File: src/irq_vec_pkg.sv
// package: vector numbers, addresses and source carriers for the request map
// Contract
// - a source event sets its flag bit in the peripheral flag register
// - software enables or disables each source with its own enable bit
// - a maskable source requests only while its enable and its flag are both set
// - a request stays active, level style, until its flag is cleared
// - nothing but the non-maskable interrupt is delivered unless interrupts are globally enabled
// - vector 1 at 0x02 carries the non-maskable checksum scan interrupt
// - vector 2 at 0x04 carries the voltage level monitor interrupt
// - vector 3 at 0x06 carries real-time counter overflow or compare
// - vector 4 at 0x08 carries the periodic tick interrupt
// - vector 5 at 0x0A carries the custom logic unit interrupt
// - timer type A: 0x0E overflow, 0x10 split underflow, 0x12 on compares
// - port externals: 0x0C port A, 0x28 port D, 0x30 port C
// - serial port 0: 0x22 receive, 0x24 data empty, 0x26 transmit done
// - serial peripheral port shares one vector, number 16, at 0x20
// - converter result ready at 0x2C, window compare at 0x2E
// - port B external is vector 34 at 0x44, largest variant only
// - serial port 3 vectors, ending 0x4E, only in two largest variants
package irq_vec_pkg;

	localparam int NUM_VEC = 40;
	localparam int VEC_W = 6;
	localparam int ADDR_W = 8;

	// ****************************************************************
	// vector numbers
	// ****************************************************************
	localparam logic [VEC_W-1:0] V_RESET = 6'h00;
	localparam logic [VEC_W-1:0] V_NMI = 6'h01;
	localparam logic [VEC_W-1:0] V_VLM = 6'h02;
	localparam logic [VEC_W-1:0] V_RTC = 6'h03;
	localparam logic [VEC_W-1:0] V_TICK = 6'h04;
	localparam logic [VEC_W-1:0] V_CLU = 6'h05;
	localparam logic [VEC_W-1:0] V_PORT_A_PINS = 6'h06;
	localparam logic [VEC_W-1:0] V_TA_OVF = 6'h07;
	localparam logic [VEC_W-1:0] V_TA_UNF = 6'h08;
	localparam logic [VEC_W-1:0] V_TA_CMP0 = 6'h09;
	localparam logic [VEC_W-1:0] V_SPP = 6'h10;
	localparam logic [VEC_W-1:0] V_SP0_RX = 6'h11;
	localparam logic [VEC_W-1:0] V_PORT_D_PINS = 6'h14;
	localparam logic [VEC_W-1:0] V_ADC_RDY = 6'h16;
	localparam logic [VEC_W-1:0] V_ADC_WIN = 6'h17;
	localparam logic [VEC_W-1:0] V_PORT_C_PINS = 6'h18;
	localparam logic [VEC_W-1:0] V_PORT_B_PINS = 6'h22;
	localparam logic [VEC_W-1:0] V_PORTE = 6'h23;
	localparam logic [VEC_W-1:0] V_TB3 = 6'h24;
	localparam logic [VEC_W-1:0] V_SP3_RX = 6'h25;
	localparam logic [VEC_W-1:0] V_SP3_TXC = 6'h27;

	// pin-count variants, smallest first
	localparam logic [1:0] PINS_28 = 2'h0;
	localparam logic [1:0] PINS_32 = 2'h1;
	localparam logic [1:0] PINS_40 = 2'h2;
	localparam logic [1:0] PINS_48 = 2'h3;

	localparam logic [NUM_VEC-1:0] RST_ZERO = 40'h00_0000_0000;
	localparam logic [VEC_W-1:0] RST_VEC = 6'h00;
	localparam logic [ADDR_W-1:0] RST_ADDR = 8'h00;

	// per-source event, flag clear and enable, bit index = vector number
	typedef struct packed {
		logic [NUM_VEC-1:0] event_set;
		logic [NUM_VEC-1:0] flag_clr;
		logic [NUM_VEC-1:0] enable_wr;
		logic [NUM_VEC-1:0] enable_val;
	} src_ctl_s;

	typedef struct packed {
		logic valid;
		logic nmi;
		logic [VEC_W-1:0] num;
		logic [ADDR_W-1:0] addr;
	} req_s;

	function automatic logic [ADDR_W-1:0] vec_addr(
		input logic [VEC_W-1:0] n);
		vec_addr = {1'b0, n, 1'b0};
	endfunction

	// vector exists in the given pin-count variant
	function automatic logic vec_present(input int n, input logic [1:0] pins);
		logic ok;
		ok = 1'b1;
		if (n == int'(V_PORT_B_PINS))
			ok = (pins == PINS_48);
		else if (n >= int'(V_PORTE))
			ok = (pins >= PINS_40);
		return ok;
	endfunction

endpackage

File: src/irq_vec_map.sv
// module: interrupt flags, enables and fixed vector request selection
`timescale 1ns/1ps
module irq_vec_map
	import irq_vec_pkg::*;
#(
	parameter logic [1:0] PIN_VARIANT = PINS_48
) (
	input wire logic CLK_I,
	input wire logic ARST_N_I,
	input wire src_ctl_s SRC_I,
	input wire logic GLOBAL_EN_I,
	input wire logic ACK_I,
	output logic [NUM_VEC-1:0] FLAGS_O,
	output logic [NUM_VEC-1:0] ENABLES_O,
	output logic IRQ_O,
	output logic NMI_O,
	output logic [VEC_W-1:0] VEC_NUM_O,
	output logic [ADDR_W-1:0] VEC_ADDR_O
);

	// ****************************************************************
	// flags and enables
	// ****************************************************************
	logic [NUM_VEC-1:0] flag_q;
	logic [NUM_VEC-1:0] en_q;
	logic [NUM_VEC-1:0] present;
	logic [NUM_VEC-1:0] pend;
	logic [NUM_VEC-1:0] ack_clr;
	req_s req_d;

	genvar g;
	generate
		for (g = 0; g < NUM_VEC; g++) begin : g_src
			// absent vectors are tied off in smaller variants
			assign present[g] = (g != 0) && vec_present(g, PIN_VARIANT);
			// set wins over clear so a same-cycle event is not lost
			always_ff @(posedge CLK_I or negedge ARST_N_I) begin
				if (!ARST_N_I) begin
					flag_q[g] <= 1'b0;
				end else if (SRC_I.event_set[g] && present[g]) begin
					flag_q[g] <= 1'b1;
				end else if (SRC_I.flag_clr[g] || ack_clr[g]) begin
					flag_q[g] <= 1'b0;
				end
			end
			always_ff @(posedge CLK_I or negedge ARST_N_I) begin
				if (!ARST_N_I) begin
					en_q[g] <= 1'b0;
				end else if (SRC_I.enable_wr[g] && present[g]) begin
					en_q[g] <= SRC_I.enable_val[g];
				end
			end
			// the checksum alarm is non-maskable: no enable gate
			if (g == int'(V_NMI)) begin : g_nmi
				assign pend[g] = flag_q[g] && present[g];
			end else begin : g_mask
				assign pend[g] = flag_q[g] && en_q[g] && GLOBAL_EN_I;
			end
		end
	endgenerate

	// ****************************************************************
	// priority select: lowest vector number wins
	// ****************************************************************
	always_comb begin
		req_d = '{valid: 1'b0, nmi: 1'b0, num: RST_VEC, addr: RST_ADDR};
		for (int i = NUM_VEC - 1; i > 0; i--) begin
			if (pend[i]) begin
				req_d.valid = 1'b1;
				req_d.num = VEC_W'(i);
				req_d.nmi = (VEC_W'(i) == V_NMI);
				req_d.addr = vec_addr(VEC_W'(i));
			end
		end
	end
	// mapping fixed by index

	// acknowledge clears only the non-maskable flag; others need software
	always_comb begin
		ack_clr = RST_ZERO;
		ack_clr[V_NMI] = ACK_I && NMI_O;
	end

	// ****************************************************************
	// registered outputs
	// ****************************************************************
	always_ff @(posedge CLK_I or negedge ARST_N_I) begin
		if (!ARST_N_I) begin
			IRQ_O <= 1'b0;
			NMI_O <= 1'b0;
			VEC_NUM_O <= RST_VEC;
			VEC_ADDR_O <= RST_ADDR;
		end else begin
			IRQ_O <= req_d.valid;
			NMI_O <= req_d.nmi;
			VEC_NUM_O <= req_d.num;
			VEC_ADDR_O <= req_d.addr;
		end
	end

	always_ff @(posedge CLK_I or negedge ARST_N_I) begin
		if (!ARST_N_I) begin
			FLAGS_O <= RST_ZERO;
			ENABLES_O <= RST_ZERO;
		end else begin
			FLAGS_O <= flag_q;
			ENABLES_O <= en_q;
		end
	end
endmodule

File: config.mk
export PLATFORM = sky130hd
export DESIGN_NAME = irq_vec_map
export DESIGN_NICKNAME = d
export VERILOG_FILES = /design/src/irq_vec_pkg.sv /design/src/irq_vec_map.sv
export SDC_FILE = /design/constraint.sdc
export NUM_CORES = 1
export LEC_CHECK = 0
export ABC_AREA = 1
export BUFFER_PORTS_ARGS = -buffer_cell sky130_fd_sc_hd__buf_4
export CORE_AREA = 2 2 115 128
export CTS_CLUSTER_DIAMETER = 30
export DETAILED_ROUTE_END_ITERATION = 16
export DIE_AREA = 0 0 117 130
export HOLD_SLACK_MARGIN = 0.02
export PLACE_DENSITY = 0.74
export SYNTH_ARGS = -nofsm -noshare
export SYNTH_HDL_FRONTEND = slang
export SYNTH_SLANG_ARGS = --single-unit
File: constraint.sdc
create_clock -name CLK_I -period 2 [get_ports CLK_I]
set_input_delay 0.2 -clock CLK_I [delete_from_list [all_inputs] [get_ports CLK_I]]
set_output_delay 0.2 -clock CLK_I [all_outputs]
set_load 0.005 [all_outputs]
==> summary.md <==
| Metric | Value |
|---|---|
| FF-to-FF Start | en_q[39]$_DFFE_PN0P_ |
| Worst vdd ir | between 0.6 and 0.7 mV |
| Area growth syn-to-layout | 76.7% |
| CTS tree | done |
| Commonest non-fill, non-tap cell in the layout | buf_4 |
| TritonCTS Sinks | approximately 160 |
| Cell mode on critical path | nand2_1 |
| Root Driver | clkbuf_16 |
| Tot GR Track Use | 23.3% |
| CP max FO | 2 |
| Mean routed wirelength per cell | 15.7 um |
| Clock skew | about 0.007 ns |
| Reg clk slew, reported paths | ~0.06 ns |
| Delay-heaviest family, CP | simple AND/OR/NAND/NOR gates |
| Final setup vio count | 2 |
| Final HPWL DP | 10700 um |
| Mapped Area | approximately 5700 um^2 |
| R2R cell count | 40 |
| First-pass GRT wire length | ~26000 um |
| DRC Markers | 0 |
| Final Worst Setup Slack | -0.645 ns |
| Synth Area in XOR/XNOR | 0% |
| Die Wd | between 100 and 150 um |
| Largest net degree at the start of global routing | 58 |
| Setup TNS | -1.04 ns |
| Final hold vios | 0 |
| Die area | 15200 um^2 |
| Final WL | about 17000 um |
| Post-synthesis cell count | about 440 |
| Synth Area in Compound Gates | 5.67% |
| Violated checks | setup timing |
| Simple-gate portion of the synthesized area | 10.3% |
| Detail Route Antenna Nets | 0 |
| Part of the cycle the worst path needs | 132% |
| Slowest cell delay on critical path | around 0.39 ns |
| Clk buf depth | 2 |
| Layout cells sized above 1 | a little over two fifths |
| Ys Warns | 0 |
| Combinational family with the most area after synthesis | simple AND/OR/NAND/NOR gates |
| Min Tclk post-route | 2.64 ns |
| Starting density of the core | between 40% and 50% |
| Fin Hold WS | about 0.033 ns |
| Synth Area in Adders | 0% |
| Multiplexer share of the synthesized area | 7.66% |
| H-tree depth | 4 |
| Yosys cell types | 20 |
| Setup CP Type | reg2reg |
| DR iter-0 viols | approximately 180 |
| Slew @ Worst Pin | 0.546 ns |
| Crit path buffers/inverters | 0 |
| Antenna violations before repair | 0 |
| Max Clk Rate | approximately 380 MHz |
| Hold Crit Depth | 2 |
| Power Density | about 810 nW/um^2 |
| Setup crit end kind | flop |
| Hold Crit Endpoint | en_q[2]$_DFFE_PN0P_ |
| GR Overflow Total | 0 |
| P_leak | ~5 nW |
| Vias per inst | around 4.5 |
| Worst Hold Class | in2reg |
| Layout Nets | between 1000 and 1500 |
| Data arrival, critical path | around 3.0 ns |
| Vias in the first global route | 5444 |
| Max-slew violation count | 0 |
| HP Start | SRC_I[42] |
| CP startpoint kind | flop |
| R2R Path End | VEC_ADDR_O[1]$_DFF_PN0_ |
| Sequential share of the synthesized area | 71.1% |
| Slew Limit Headroom | a little under two thirds |
| Maxcap violations | 0 |
| Via count | 4992 |
| Required @ worst endpoint | ~2.3 ns |
| Run status | finished with violations |
| Final Wtd Congestion | between 0.7 and 0.8 |
| Highest-count cells in the layout ignoring fill and taps | 307 x buf_4, 163 x dfrtp_1, 133 x dlygate4sd3_1 |
| Port buffer count | between 200 and 300 |
| Power, Total | between 8 and 9 mW |
| Synth Register Bits | roughly 160 |
| # rows | 46 |
| RSZ-0062 raised after global routing | yes |
| Placeable Area | roughly 14000 um^2 |
| Clock latency on the worst-skew pair | about 0.42 ns |
| Die height | 130 um |
| Worst reg2reg setup slack | -0.64 ns |
| Slowest stage cell on the critical path | dfrtp_1 |
| IO Pins | 260 |
| TritonCTS buffer count | 17 |
| Initial DRT Pass Iterations | 4 |
| Syn Area/Cell | about 13 um^2 |
==> synth_stat cells <==
cell / number / area share (%)
dfrtp_1: 163 / 71
nor3_1: 3 / 0.26
nor2_1: 27 / 1.8
a21oi_1: 3 / 0.26
nand4_1: 2 / 0.22
nand3_2: 2 / 0.35
o21ai_0: 1 / 0.087
bufbuf_8: 1 / 0.33
mux2_2: 39 / 7.7
buf_4: 11 / 1.4
nand3_4: 1 / 0.31
buf_6: 3 / 0.59
clkinv_1: 1 / 0.065
o21bai_1: 38 / 5.0
a31oi_1: 2 / 0.22
nand2_1: 67 / 4.4
a21o_1: 1 / 0.13
nand3_1: 35 / 3.1
conb_1: 1 / 0.065
inv_1: 42 / 2.7
==> metal layers <==
| layer | vias up | share of wire [%] | GRT usage [%] |
|---|---|---|---|
| met4 | 0 | 3.5 | 11.9 |
| met2 | 198 | 56 | 44.0 |
| met3 | 53 | 6.1 | 6.18 |
| met5 | - | 0 | 0 |
| met1 | 2413 | 34 | 23.0 |
| li1 | 2328 | - | - |
==> metrics by stage <==
stage	util (%)	cell area (um^2)	setup slack, ns	instances
2_1_floorplan	-	5750	-0.207	446
3_3_place_gp	58.0	8180	-0.574	929
3_5_place_dp	58.0	8180	-0.605	929
4_1_cts	71.3	10100	-0.633	1092
5_1_grt	71.9	10100	-1.09	1099
6_report	71.9	10100	-0.645	1100
==> where the power goes <==
group / total (mW) / leakage (nW) / internal [mW] / switching (mW)
Clock: 3.06 / 0.267 / 1.81 / 1.25
Sequential: 3.73 / 1.84 / 3.57 / 0.157
Combinational: 1.44 / 2.98 / 0.898 / 0.541
==> state kept, by name (all words and copies together) (netlist names) <==
name and count:
en_q 39, IRQ_O 1, flag_q 39, VEC_ADDR_O 6, ENABLES_O 39, FLAGS_O 39
==> what timing repair did <==
action	in CTS	in global routing
buffers inserted	3	2
pin swaps	1	16
gates resized for setup	8	2
cloned	0	0
endpoints found under the setup margin	2	2
endpoints found under the hold margin	123	5
hold buffers	128	5
==> final cells by class <==
type / instances / area (um^2)
well taps: 192 / 240
multi-input cells: 225 / 1400
flip-flops and latches: 163 / 4080
inverters: 43 / 163
repair buffers: 444 / 3700
clock inverters: 8 / 76.3
diodes: 1 / 2.50
clock buffers: 24 / 482
fillers: 916 / 3960
==> cell families (layout without fill, tap and decap cells) <==
family / after synthesis / in the layout
DFF: 163 / 163
buffers and inverters: 58 / 519
other: 1 / 5
AOI/OAI and AO/OA: 45 / 45
muxes: 39 / 39
and+or+nand+nor: 137 / 137
==> worst max-delay path by stage <==
stage,to,start,slack [ns],cells past startpoint
3_3_place_gp,VEC_ADDR_O[1]$_DFF_PN0_,GLOBAL_EN_I,-0.57,41
5_1_grt,VEC_ADDR_O[1]$_DFF_PN0_,en_q[39]$_DFFE_PN0P_,-1.09,40
6_report,VEC_ADDR_O[1]$_DFF_PN0_,en_q[39]$_DFFE_PN0P_,-0.64,40
4_1_cts,VEC_ADDR_O[1]$_DFF_PN0_,en_q[39]$_DFFE_PN0P_,-0.63,40
3_5_place_dp,VEC_ADDR_O[1]$_DFF_PN0_,flag_q[39]$_DFFE_PN0P_,-0.60,40
2_1_floorplan,VEC_ADDR_O[1]$_DFF_PN0_,en_q[39]$_DFFE_PN0P_,-0.21,40
Power figures use the tool's default switching activity.
